File: config.mk
export PLATFORM = sky130hd
export DESIGN_NAME = asp_serial_port
export DESIGN_NICKNAME = d
export VERILOG_FILES = /design/src/design/asp_serial_port.v
export VERILOG_INCLUDE_DIRS = /design/src /design/src/design
export SDC_FILE = /design/constraint.sdc
export NUM_CORES = 1
export LEC_CHECK = 0
export BUFFER_PORTS_ARGS = -buffer_cell sky130_fd_sc_hd__buf_2
export CAP_MARGIN = 25
export CORE_AREA = 2 2 207 209
export CTS_BUF_LIST = sky130_fd_sc_hd__clkbuf_8
export CTS_CLUSTER_DIAMETER = 200
export DETAILED_ROUTE_END_ITERATION = 10
export DIE_AREA = 0 0 209 211
export GPL_TIMING_DRIVEN = 0
export PLACE_DENSITY = 0.73
export SLEW_MARGIN = 20
export SYNTH_ARGS = -nofsm -noshare
export SYNTH_HDL_FRONTEND = slang
export SYNTH_SLANG_ARGS = --single-unit
File: constraint.sdc
create_clock -name clk -period 9.27 [get_ports clk]
set_input_delay 0.927 -clock clk [delete_from_list [all_inputs] [get_ports clk]]
set_output_delay 0.927 -clock clk [all_outputs]
set_load 0.03 [all_outputs]
File: src/design/asp_consts.vh
// constants for the asynchronous serial port
`ifndef ASP_CONSTS_VH
`define ASP_CONSTS_VH
// line-setting word layout
`define ASP_PERIOD_MSB 12
`define ASP_BIT_7BIT 13
`define ASP_BIT_INV 14
`define ASP_BIT_OPEN 15
`define ASP_MODE_MAX 16'hecf1
`define ASP_PERIOD_OFS 20
// APB register byte offsets
`define ASP_REG_MODE 8'h00
`define ASP_REG_CTRL 8'h04
`define ASP_REG_PACE 8'h08
`define ASP_REG_TMO 8'h0c
`define ASP_REG_TXD 8'h10
`define ASP_REG_RXD 8'h14
`define ASP_REG_STAT 8'h18
`define ASP_REG_QUAL0 8'h1c
`define ASP_REG_QUAL1 8'h20
// control bits
`define ASP_CTRL_FLOW_EN 0
`define ASP_CTRL_DEC 1
`define ASP_CTRL_RX_EN 2
`define ASP_CTRL_QLEN_LSB 4
// timing
`define ASP_CLK_HZ 25000000
`define ASP_US_PER_MS 1000
`define ASP_CYC_PER_US (`ASP_CLK_HZ / 1000000)
`define ASP_CYC_PER_MS (`ASP_CYC_PER_US * `ASP_US_PER_MS)
`define ASP_MODE_RESET 16'h018c
`endif

File: src/design/asp_serial_port.v
// asynchronous serial transmit/receive unit with APB register access
// ----------------------------------------------------------------
// Summary of operation
// - bit period is field plus twenty microseconds
// - any period between slowest and fastest rate
// - mode word has 7-bit, invert, open bits
// - 4000h inverts, 8000h opens, C000h both
// - mode values above maximum are refused
// - pace gap between bytes without flow
// - flow wait times out and drops message
// - flow pin one of sixteen, data seventeen
// - no timeout means receiver waits forever
// - decimal formatter sends up to five digits
// - receive wait timeout in milliseconds flagged
// - receive parity checked, error flagged
// - capture held until qualifier bytes match
// ----------------------------------------------------------------
//
// The implementer's own choices: the register addresses and the APB register port.
`timescale 1ns/1ps
`default_nettype none
`include "asp_consts.vh"
module asp_serial_port
(
    input wire clk,
    input wire resetn,
    input wire psel,
    input wire penable,
    input wire pwrite,
    input wire [7:0] paddr,
    input wire [31:0] pwdata,
    output reg [31:0] prdata,
    output wire pready,
    output wire pslverr,
    input wire [15:0] gp_in,
    input wire ser_rx_in,
    output reg [16:0] pin_out,
    output reg [16:0] pin_oe
);
    // ----------------------------------------------------------------
    // registers
    // ----------------------------------------------------------------
    reg [15:0] mode_r;
    reg [7:0] ctrl_r;
    reg [4:0] tx_pin_r;
    reg [4:0] rx_pin_r;
    reg [3:0] flow_pin_r;
    reg [15:0] pace_r;
    reg [15:0] tmo_r;
    reg [47:0] qual_r;
    reg [7:0] rx_data_r;
    reg rx_valid_r, rx_perr_r, rx_tmo_r, tx_tmo_r;
    wire wr = psel & penable & pwrite;
    wire rd_ok = (paddr <= `ASP_REG_QUAL1) && (paddr[1:0] == 2'b00);
    wire bad_mode = pwdata[15:0] > `ASP_MODE_MAX;
    wire tx_busy;
    wire tx_load = wr && paddr == `ASP_REG_TXD && !tx_busy;
    assign pready = 1'b1;
    // refused: unmapped, txd while busy, out-of-range mode
    assign pslverr = psel & penable & (!rd_ok | (pwrite & paddr == `ASP_REG_TXD & tx_busy)
        | (pwrite & paddr == `ASP_REG_MODE & bad_mode));
    wire [15:0] per_us = {3'h0, mode_r[`ASP_PERIOD_MSB:0]} + 16'd`ASP_PERIOD_OFS;
    wire inv = mode_r[`ASP_BIT_INV];
    wire opn = mode_r[`ASP_BIT_OPEN];
    wire is7 = mode_r[`ASP_BIT_7BIT];
    // ----------------------------------------------------------------
    // microsecond and millisecond ticks
    // ----------------------------------------------------------------
    reg [4:0] us_cnt_r;
    reg [9:0] ms_cnt_r;
    wire us_tick = us_cnt_r == 5'd24;
    wire ms_tick = us_tick && ms_cnt_r == 10'd999;
    always @(posedge clk)
    begin
        if (!resetn)
        begin
            us_cnt_r <= 5'h00;
            ms_cnt_r <= 10'h000;
        end
        else
        begin
            us_cnt_r <= us_tick ? 5'h00 : us_cnt_r + 5'h01;
            if (us_tick)
                ms_cnt_r <= (ms_cnt_r == 10'd999) ? 10'h000 : ms_cnt_r + 10'h001;
        end
    end
    // ----------------------------------------------------------------
    // pin synchronisers: three stages, change when stages 2 and 3 agree
    // ----------------------------------------------------------------
    reg [16:0] s1_r, s2_r, s3_r, pin_q_r;
    always @(posedge clk)
    begin
        if (!resetn)
        begin
            s1_r <= 17'h1ffff;
            s2_r <= 17'h1ffff;
            s3_r <= 17'h1ffff;
            pin_q_r <= 17'h1ffff;
        end
        else
        begin
            s1_r <= {ser_rx_in, gp_in};
            s2_r <= s1_r;
            s3_r <= s2_r;
            pin_q_r <= (s2_r & s3_r) | (pin_q_r & (s2_r | s3_r));
        end
    end
    wire flow_ok = pin_q_r[flow_pin_r] ^ inv;
    wire rx_line = pin_q_r[rx_pin_r] ^ inv;
    // ----------------------------------------------------------------
    // transmitter
    // ----------------------------------------------------------------
    localparam TX_IDLE = 3'd0, TX_FLOW = 3'd1, TX_BIT = 3'd2, TX_PACE = 3'd3, TX_DIG = 3'd4;
    reg [2:0] tx_st_r;
    reg [10:0] tx_sh_r;
    reg [3:0] tx_n_r;
    reg [15:0] us_left_r, ms_left_r;
    reg [15:0] dec_val_r;
    reg [2:0] dig_n_r;
    reg [39:0] dig_r;
    reg tx_lvl_r;
    assign tx_busy = tx_st_r != TX_IDLE;
    // 16-bit value split into five decimal digits, msb first
    wire [15:0] d4 = dec_val_r / 16'd10000;
    wire [15:0] r4 = dec_val_r % 16'd10000;
    wire [15:0] d3 = r4 / 16'd1000;
    wire [15:0] r3 = r4 % 16'd1000;
    wire [15:0] d2 = r3 / 16'd100;
    wire [15:0] r2 = r3 % 16'd100;
    wire [15:0] d1 = r2 / 16'd10;
    wire [15:0] d0 = r2 % 16'd10;
    wire [2:0] ndig = (dec_val_r >= 16'd10000) ? 3'd5 : (dec_val_r >= 16'd1000) ? 3'd4 :
        (dec_val_r >= 16'd100) ? 3'd3 : (dec_val_r >= 16'd10) ? 3'd2 : 3'd1;
    wire [7:0] ch = is7 ? {1'b0, dig_r[38:32]} : dig_r[39:32];
    wire [10:0] frame = is7 ? {1'b1, ^ch[6:0], ch[6:0], 1'b0, 1'b1}
        : {1'b1, 1'b1, ch, 1'b0};
    wire [3:0] nbits = is7 ? 4'd10 : 4'd10;
    always @(posedge clk)
    begin
        if (!resetn)
        begin
            tx_st_r <= TX_IDLE;
            tx_sh_r <= 11'h7ff;
            tx_n_r <= 4'h0;
            us_left_r <= 16'h0000;
            ms_left_r <= 16'h0000;
            dec_val_r <= 16'h0000;
            dig_n_r <= 3'h0;
            dig_r <= 40'h0;
            tx_lvl_r <= 1'b1;
            tx_tmo_r <= 1'b0;
        end
        else
        begin
            if (wr && paddr == `ASP_REG_STAT && pwdata[3])
                tx_tmo_r <= 1'b0;
            case (tx_st_r)
                TX_IDLE:
                    if (tx_load)
                    begin
                        dec_val_r <= pwdata[15:0];
                        dig_r <= {pwdata[7:0], 32'h0};
                        dig_n_r <= 3'd1;
                        ms_left_r <= tmo_r;
                        tx_st_r <= ctrl_r[`ASP_CTRL_DEC] ? TX_DIG : TX_FLOW;
                    end
                TX_DIG:
                begin
                    dig_r <= {d4[7:0] | 8'h30, d3[7:0] | 8'h30, d2[7:0] | 8'h30,
                        d1[7:0] | 8'h30, d0[7:0] | 8'h30} << (6'd8 * (6'd5 - {3'h0, ndig}));
                    dig_n_r <= ndig;
                    tx_st_r <= TX_FLOW;
                end
                TX_FLOW:
                    if (!ctrl_r[`ASP_CTRL_FLOW_EN] || flow_ok)
                    begin
                        tx_sh_r <= is7 ? {1'b1, frame[10:1]} : frame;
                        tx_n_r <= nbits;
                        us_left_r <= per_us;
                        tx_lvl_r <= 1'b0;
                        tx_st_r <= TX_BIT;
                    end
                    else if (ms_tick && tmo_r != 16'h0)
                    begin
                        if (ms_left_r <= 16'h0001)
                        begin
                            tx_tmo_r <= 1'b1;
                            tx_st_r <= TX_IDLE;
                        end
                        else
                            ms_left_r <= ms_left_r - 16'h0001;
                    end
                TX_BIT:
                    if (us_tick)
                    begin
                        if (us_left_r > 16'h0001)
                            us_left_r <= us_left_r - 16'h0001;
                        else if (tx_n_r > 4'h1)
                        begin
                            tx_sh_r <= {1'b1, tx_sh_r[10:1]};
                            tx_lvl_r <= tx_sh_r[1];
                            tx_n_r <= tx_n_r - 4'h1;
                            us_left_r <= per_us;
                        end
                        else
                        begin
                            tx_lvl_r <= 1'b1;
                            dig_r <= {dig_r[31:0], 8'h00};
                            dig_n_r <= dig_n_r - 3'h1;
                            // with flow control the next digit waits afresh for go-ahead
                            ms_left_r <= ctrl_r[`ASP_CTRL_FLOW_EN] ? tmo_r : pace_r;
                            if (dig_n_r == 3'h1)
                                tx_st_r <= TX_IDLE;
                            else
                                tx_st_r <= ctrl_r[`ASP_CTRL_FLOW_EN] ? TX_FLOW : TX_PACE;
                        end
                    end
                TX_PACE:
                    if (ms_left_r == 16'h0)
                    begin
                        ms_left_r <= tmo_r;
                        tx_st_r <= TX_FLOW;
                    end
                    else if (ms_tick)
                        ms_left_r <= ms_left_r - 16'h0001;
                default:
                    tx_st_r <= TX_IDLE;
            endcase
        end
    end
    // invert and open-drain output stage
    always @(posedge clk)
    begin
        if (!resetn)
        begin
            pin_out <= 17'h0;
            pin_oe <= 17'h0;
        end
        else
        begin
            pin_out <= 17'h0;
            pin_oe <= 17'h0;
            pin_out[tx_pin_r] <= tx_lvl_r ^ inv;
            // open output drives only the active (start/space) level
            pin_oe[tx_pin_r] <= opn ? !tx_lvl_r : 1'b1;
        end
    end
    // ----------------------------------------------------------------
    // receiver
    // ----------------------------------------------------------------
    localparam RX_IDLE = 2'd0, RX_BIT = 2'd1;
    reg [1:0] rx_st_r;
    reg [8:0] rx_sh_r;
    reg [3:0] rx_n_r;
    reg [15:0] rx_us_r, rx_ms_r;
    reg [2:0] q_idx_r;
    wire [2:0] qlen = ctrl_r[`ASP_CTRL_QLEN_LSB +: 3];
    wire [7:0] q_byte = qual_r[{q_idx_r, 3'b000} +: 8];
    wire [7:0] rx_byte = is7 ? {1'b0, rx_sh_r[7:1]} : rx_sh_r[8:1];
    wire rx_par_bad = is7 && (^rx_sh_r[7:1] != rx_sh_r[8]);
    wire clr_stat = wr && paddr == `ASP_REG_STAT;
    always @(posedge clk)
    begin
        if (!resetn)
        begin
            rx_st_r <= RX_IDLE;
            rx_sh_r <= 9'h0;
            rx_n_r <= 4'h0;
            rx_us_r <= 16'h0;
            rx_ms_r <= 16'h0;
            q_idx_r <= 3'h0;
            rx_data_r <= 8'h00;
            rx_valid_r <= 1'b0;
            rx_perr_r <= 1'b0;
            rx_tmo_r <= 1'b0;
        end
        else
        begin
            if (clr_stat && pwdata[0])
                rx_valid_r <= 1'b0;
            if (clr_stat && pwdata[1])
                rx_perr_r <= 1'b0;
            if (clr_stat && pwdata[2])
                rx_tmo_r <= 1'b0;
            if (!ctrl_r[`ASP_CTRL_RX_EN])
            begin
                rx_st_r <= RX_IDLE;
                rx_ms_r <= tmo_r;
                q_idx_r <= 3'h0;
            end
            else
            case (rx_st_r)
                RX_IDLE:
                    if (!rx_line)
                    begin
                        rx_us_r <= {1'b0, per_us[15:1]};
                        // seven data bits plus parity fill the same ten slots
                        rx_n_r <= 4'd10;
                        rx_st_r <= RX_BIT;
                    end
                    // zero timeout waits indefinitely
                    else if (ms_tick && tmo_r != 16'h0 && !rx_tmo_r)
                    begin
                        if (rx_ms_r <= 16'h0001)
                        begin
                            rx_tmo_r <= 1'b1;
                            q_idx_r <= 3'h0;
                            rx_ms_r <= tmo_r;
                        end
                        else
                            rx_ms_r <= rx_ms_r - 16'h0001;
                    end
                RX_BIT:
                    if (us_tick)
                    begin
                        if (rx_us_r > 16'h0001)
                            rx_us_r <= rx_us_r - 16'h0001;
                        else if (rx_n_r > 4'h1)
                        begin
                            rx_sh_r <= {rx_line, rx_sh_r[8:1]};
                            rx_n_r <= rx_n_r - 4'h1;
                            rx_us_r <= per_us;
                        end
                        else
                        begin
                            rx_st_r <= RX_IDLE;
                            rx_ms_r <= tmo_r;
                            if (rx_par_bad)
                                rx_perr_r <= 1'b1;
                            else if (q_idx_r < qlen)
                                q_idx_r <= (rx_byte == q_byte) ? q_idx_r + 3'h1 : 3'h0;
                            else
                            begin
                                rx_data_r <= rx_byte;
                                rx_valid_r <= 1'b1;
                            end
                        end
                    end
                default:
                    rx_st_r <= RX_IDLE;
            endcase
        end
    end
    // ----------------------------------------------------------------
    // register writes and reads
    // ----------------------------------------------------------------
    always @(posedge clk)
    begin
        if (!resetn)
        begin
            mode_r <= `ASP_MODE_RESET;
            ctrl_r <= 8'h00;
            tx_pin_r <= 5'h10;
            rx_pin_r <= 5'h10;
            flow_pin_r <= 4'h0;
            pace_r <= 16'h0;
            tmo_r <= 16'h0;
            qual_r <= 48'h0;
        end
        else if (wr)
        begin
            case (paddr)
                `ASP_REG_MODE:
                    if (!bad_mode)
                        mode_r <= pwdata[15:0];
                `ASP_REG_CTRL:
                begin
                    ctrl_r <= pwdata[7:0];
                    flow_pin_r <= pwdata[11:8];
                    tx_pin_r <= (pwdata[16:12] > 5'd16) ? 5'd16 : pwdata[16:12];
                    rx_pin_r <= (pwdata[21:17] > 5'd16) ? 5'd16 : pwdata[21:17];
                end
                `ASP_REG_PACE: pace_r <= pwdata[15:0];
                `ASP_REG_TMO: tmo_r <= pwdata[15:0];
                `ASP_REG_QUAL0: qual_r[31:0] <= pwdata;
                `ASP_REG_QUAL1: qual_r[47:32] <= pwdata[15:0];
                default: ;
            endcase
        end
    end
    always @*
    begin
        case (paddr)
            `ASP_REG_MODE: prdata = {16'h0, mode_r};
            `ASP_REG_CTRL: prdata = {10'h0, rx_pin_r, tx_pin_r, flow_pin_r, ctrl_r};
            `ASP_REG_PACE: prdata = {16'h0, pace_r};
            `ASP_REG_TMO: prdata = {16'h0, tmo_r};
            `ASP_REG_RXD: prdata = {24'h0, rx_data_r};
            `ASP_REG_STAT: prdata = {27'h0, tx_busy, tx_tmo_r, rx_tmo_r, rx_perr_r, rx_valid_r};
            `ASP_REG_QUAL0: prdata = qual_r[31:0];
            `ASP_REG_QUAL1: prdata = {16'h0, qual_r[47:32]};
            default: prdata = 32'h0;
        endcase
    end
endmodule // asp_serial_port
`default_nettype wire

== Yosys cells after proc, flatten, opt, wreduce, memory -nomap -nowiden ==
Cells that the tools add are included.
Storage, ports and cells
  bits in registers: 407
  bits of input ports: 62
  output and inout bits: 68
  logic and storage cells: 336
Cells by class
  add/subtract/negate cells: 12
  div/mod/pow operators: 8
  order comparisons: 19
  eq/ne operators: 49
  shift operators: 2
  muxes and demuxes: 131
  bitwise operators: 24
  reduce and logical (&&, ||, !) cells: 54
Operator list (count)
  2-to-1 mux 16 bit: 25
  case mux 32 bit (8 select lines): 1
  2-to-1 mux 40 bit: 4
  case mux 40 bit (3 select lines): 1
  case mux 16 bit (2 select lines): 3
  2-to-1 mux 3 bit: 24
  bitwise AND 17 bit: 4
  case mux 16 bit (4 select lines): 1
  subtractor 16 x 1 -> 16 bit, second input constant: 4
  variable part select 48 x 7 -> 8 bit: 1
  2-to-1 mux 11 bit: 4
  != test 2 bit, second input constant: 20
  left shift 40 x 6 -> 40 bit: 1
  2-to-1 mux 1 bit: 34
  OR 17 bit: 2
  equality test 8 x 5 -> 1 bit, second input constant: 4
  greater-than comparator 16 x 1 -> 1 bit, second input constant: 2
  less-or-equal comparator 16 x 1 -> 1 bit, second input constant: 2
  2-to-1 mux 4 bit: 8
  2-to-1 mux 10 bit: 3
  != test 3 bit, second input constant: 10
  case mux 11 bit (2 select lines): 1
  AND reduction 5 bit: 4
  AND reduction 9 bit: 2
  73 further kinds: 134

== Longest topological paths before layout ==
  depth after elaboration: 12
  depth in mapped cells: 37
  depth with buffers taken out: 31

== Worst setup path before layout ==
No wires, ideal clock.
  kind: register -> register
  start: register dec_val_r[8]
  end: register dig_r[24]
  library setup time: 0.079 ns
  data arrival time: 9.356 ns
  data required time: 9.191 ns
  path slack: -0.165 ns
  stages on the path, launching flop included: 34
  path buffers: 3
  clock period less this slack: 9.435 ns
  path through: dfxtp_1 > buf_2 > o41a_1 > a22oi_4 > mux2_4 > o41a_1 > xnor2_1 > a31oi_2 > nand2_2 > a221o_1 > nor4_1 > a21boi_1 > a31oi_1 > mux2_2 > or3_4 > or4_4 > a211o_1 > o21ai_2 > a211oi_2 > or3_1 > buf_2 > o21bai_1 > a31oi_1 > mux2i_1 > nand3_1 > mux2_4 > o211a_1 > or3_1 > buf_2 > nor4_1 > nor4_1 > a211o_1 > a311o_1 > a211oi_2
On the way
  cells in the longest elaborated chain, start to end: 8
  elaborated cells between the ends (all ways): 19
  those cells by class: 1 x add/sub; 8 x div; 4 x order compare; 1 x shift; 5 x mux
RTL lines
  from (decl): RTL line asp_serial_port.v:118  | reg [15:0] dec_val_r;
  from (signal assigned): RTL line asp_serial_port.v:161  | dec_val_r <= pwdata[15:0];
  parallel branches: the longest is 6 deep, another holds remainder unit 16 x 14 -> 16 bit
  left shift 40 x 6 -> 40 bit *: RTL line asp_serial_port.v:169  | dig_r <= {d4[7:0] | 8'h30, d3[7:0] | 8'h30, d2[7:0] | 8'h30,
  case mux 40 bit (3 select lines) *: RTL line asp_serial_port.v:157  | case (tx_st_r)
  to (signal assigned): RTL line asp_serial_port.v:162  | dig_r <= {pwdata[7:0], 32'h0};
  to (signal assigned): RTL line asp_serial_port.v:169
  to (signal assigned): RTL line asp_serial_port.v:208  | dig_r <= {dig_r[31:0], 8'h00};
  to (decl): RTL line asp_serial_port.v:120  | reg [39:0] dig_r;
Mark *: on every way between the ends.
A chain may end at the register's enable or synchronous reset.

== Worst setup path after layout ==
  start: register dec_val_r[7]
  end: register dig_r[24]
Same word-level chain as after synthesis.

==> impl_metrics.ini <==
[worst_setup_path]
crit_type = flop to flop
reg2reg_to = dig_r[24]
critPathRequiredTime_ps = 9870
r2r_cells = 35
rr_startpoint = dec_val_r[7]
worstPathMaxFanout = 10
startpoint_type = flop
arrival_ps = 10290
worstSetupEndpointType = flop
timing.reg2reg.setup_slack_ps = -420
critical_path.slowest_cell = or4_1
max_stage_delay_ps = 600

[placed_design]
post-dp-hpwl_mm = 60.8
dpl.cell_count = 3570
io_buffers = 114
gp_congestion = 1.06

[power]
p_total_uw = 3590
ir_worst_vdd_mv = 0.146
p_per_area_nw_per_um2 = 126
p_leak_uw = 0.0107

[outcome]
violations = setup timing
outcome = complete, but fails checks

[sta]
fmax_mhz = 103
max_slew_margin_pct = 21.5
finalHoldViolCount = 0
whs_ps = 405
worst_pin_slew_ps = 1180
setup_tns_ps = -5250
drv_slew = 0
fin_crit_sh_pct = 105
fin_worst_skew_ps = 44.6
worst_slack_ps = -421
min_period_ps = 9690
rsz0062_at_grt = yes
setup_viol = 19

[clock_network]
cts.reportedPaths.clkPinSlew_ps = 60
clk_latency_ps = 680
cts_max_path_buffers = 3
cts_inserted_buffers = 70
root_buffer = clkbuf_8
cts_tree = yes
h-tree-depth = 3
cts_num_sinks = 399

[drt]
firstDrtPassIters = 10
ant_nets = 0
drt_iter0_markers = 3443
wl_mm = 89.6
highest-signal-layer = met5
route.met2.wl_mm = 40.6
num_vias = 25400
avgViaCountPerCell = 6.56
drc_errors = 0
routedWlPerCell_um = 23.1
wl_met3_mm = 8.74
m1WireLength_mm = 34.9

[floorplanning]
io-pin-count = 130
core-area_sq_um = 41800
die-area_sq_um = 44100
start_util_pct = 54.4
die_height_um = 211
die_w_um = 209
num_rows = 75

[synthesis]
ys.flop_type = dfxtp_1
synth.cell_area_sq_um = 22700
synthesis.nets = 2999
syn_avg_cell_area_sq_um = 7.79
synth-edff-count = 0
async_flop_share_pct = 0
ys_seq_area_share_pct = 35.2
ys_seq_elements = 399
netlist-cell-type-count = 115
ys_warn_count = 0
synthCells = 2914

[global_route]
grt_pass1_vias = 23500
antenna_found_initial = 2
grt_max_degree = 12
grt_usage_pct = 38.3
overflow = 0
grt_pass1_wl_mm = 133

[layout]
final_cells = 3872
n_antenna_cell = 0
regArea_sq_um = 8000
syn2layout_area_growth_pct = 25.8
nFillCells = 3439
drive_gt1_share_pct = 21.4
nNetsFinal = 3364
multi_input_area_sq_um = 15400

[flow_run]
maxCapViolations = 0

[worst_hold_path]
min_path_cells = 1
hp-class = flop to flop
whs_endpoint = s2_r[12]
min-delay-start = s1_r[12]
## registers in the layout, summed over array words and instances, names as in the netlist, 16 cells and up
register	flops
pin_oe	17
dec_val_r	16
rx_us_r	16
s3_r	17
s2_r	17
dig_r	36
pin_out	17
pin_q_r	17
mode_r	16
us_left_r	16
pace_r	16
s1_r	17
qual_r	48
tmo_r	16
rx_ms_r	16
ms_left_r	16
## layout make-up
type                       instances  share of cell area (%)
tap                              539                    2.36
clock buffer                      87                    4.19
clock inverter                    39                    1.04
multi-input combinational       2279                    54.0
inverter                          57                   0.749
timing repair buffer             297                    7.12
buffer                           175                    2.46
sequential                       399                    28.0
## kinds of logic (layout without fill, tap and decap cells)
logic type                 count (synthesis)  in the layout  synth area share (%)
and+or+nand+nor                         1245           1247                  25.5
AOI/OAI and AO/OA                        817            818                  24.8
DFF                                      399            399                  35.2
buffers and inverters                    239            655                  4.06
muxes                                    101            101                  5.56
xor gates and xnor gates                  89             89                  3.63
adders and majority gates                 23             23                  1.27
other                                      1              1                0.0165
## layer usage
metal	track usage, %	up-vias
met2	61.8	1591
met5	0	-
met4	20.8	4
li1	-	11300
met1	48.5	12100
met3	7.52	393
## worst max-delay path by stage
stage            startpoint   endpoint  slack [ps]  cells after the start
5_1_grt        dec_val_r[7]  dig_r[24]        -730                     36
2_1_floorplan  dec_val_r[8]  dig_r[24]          20                     34
4_1_cts        dec_val_r[8]   dig_r[9]         -80                     35
6_report       dec_val_r[7]  dig_r[24]        -420                     35
3_3_place_gp   dec_val_r[8]   dig_r[9]       -1400                     32
3_5_place_dp   dec_val_r[6]   dig_r[9]       -1530                     31
## cell usage after synthesis (35+ instances only)
master	n	share of area, %
mux2i_1	73	3.2
nor3_1	80	1.8
inv_1	56	0.93
o21ai_0	157	3.5
clkbuf_1	166	2.7
nor4_1	42	1.2
nand3_1	86	1.9
a22oi_1	46	1.5
xor2_1	35	1.4
nor2_1	368	6.1
xnor2_1	51	2.0
nand2b_1	68	1.9
o211ai_1	37	1.2
nand2_1	410	6.8
a21oi_1	237	5.2
dfxtp_1	399	35
## metrics by stage
stage / utilization [%] / cell area, sq um / worst slack (ps)
finish: 68.4 / 28600 / -421
floorplan: - / 22700 / 20.6
global route: 68.4 / 28600 / -730
global placement: 57.4 / 24000 / -1400
CTS: 65.9 / 27500 / -76.0
detailed placement: 57.5 / 24000 / -1530
## cell usage in the layout (no fill, tap or decap), types with 11 or more instances in the layout
cell type / n
dfxtp_1: 394
a22o_1: 14
a22oi_1: 44
a21oi_2: 12
clkbuf_8: 87
o21ai_1: 13
nand2b_1: 67
buf_6: 20
o21a_1: 11
mux2i_1: 62
nor3_1: 71
a21oi_1: 222
and3_1: 17
nor2_2: 12
o211ai_1: 37
inv_1: 74
a211oi_1: 19
mux4_2: 18
a222oi_1: 21
nand3_1: 82
xnor2_1: 41
and2_1: 26
clkbuf_1: 157
a221o_1: 13
o21ai_0: 144
o22ai_1: 17
a21o_1: 11
xor2_1: 34
or3_1: 18
buf_4: 161
a221oi_1: 18
ha_1: 23
nand4_1: 24
nor2_1: 352
nand2_1: 404
nor4_1: 33
nor3b_1: 13
buf_2: 119
## worst max-delay path: cells and delay by family (launching register included)
kind            cells  cell delay [ps]
buf+inv             4              630
mux                 2              730
compound gates     17             4770
simple gates       11             2920
flops               1              350
xor+xnor            1              190
## where the power goes
part           total [uW]  internal, uW  switching, uW  leakage, uW
Sequential           1730          1730           5.90      0.00323
Clock                1730           945            785     0.000849
Combinational         124          30.6           93.5      0.00663
## timing repair
action	4_1_cts	5_1_grt
cloned	3	2
endpoints found under the setup margin	19	19
hold buffers	0	0
pin swaps	95	79
gates resized for setup	212	129
buffers inserted	123	55
Note: power is estimated with default switching activity, not from simulation.
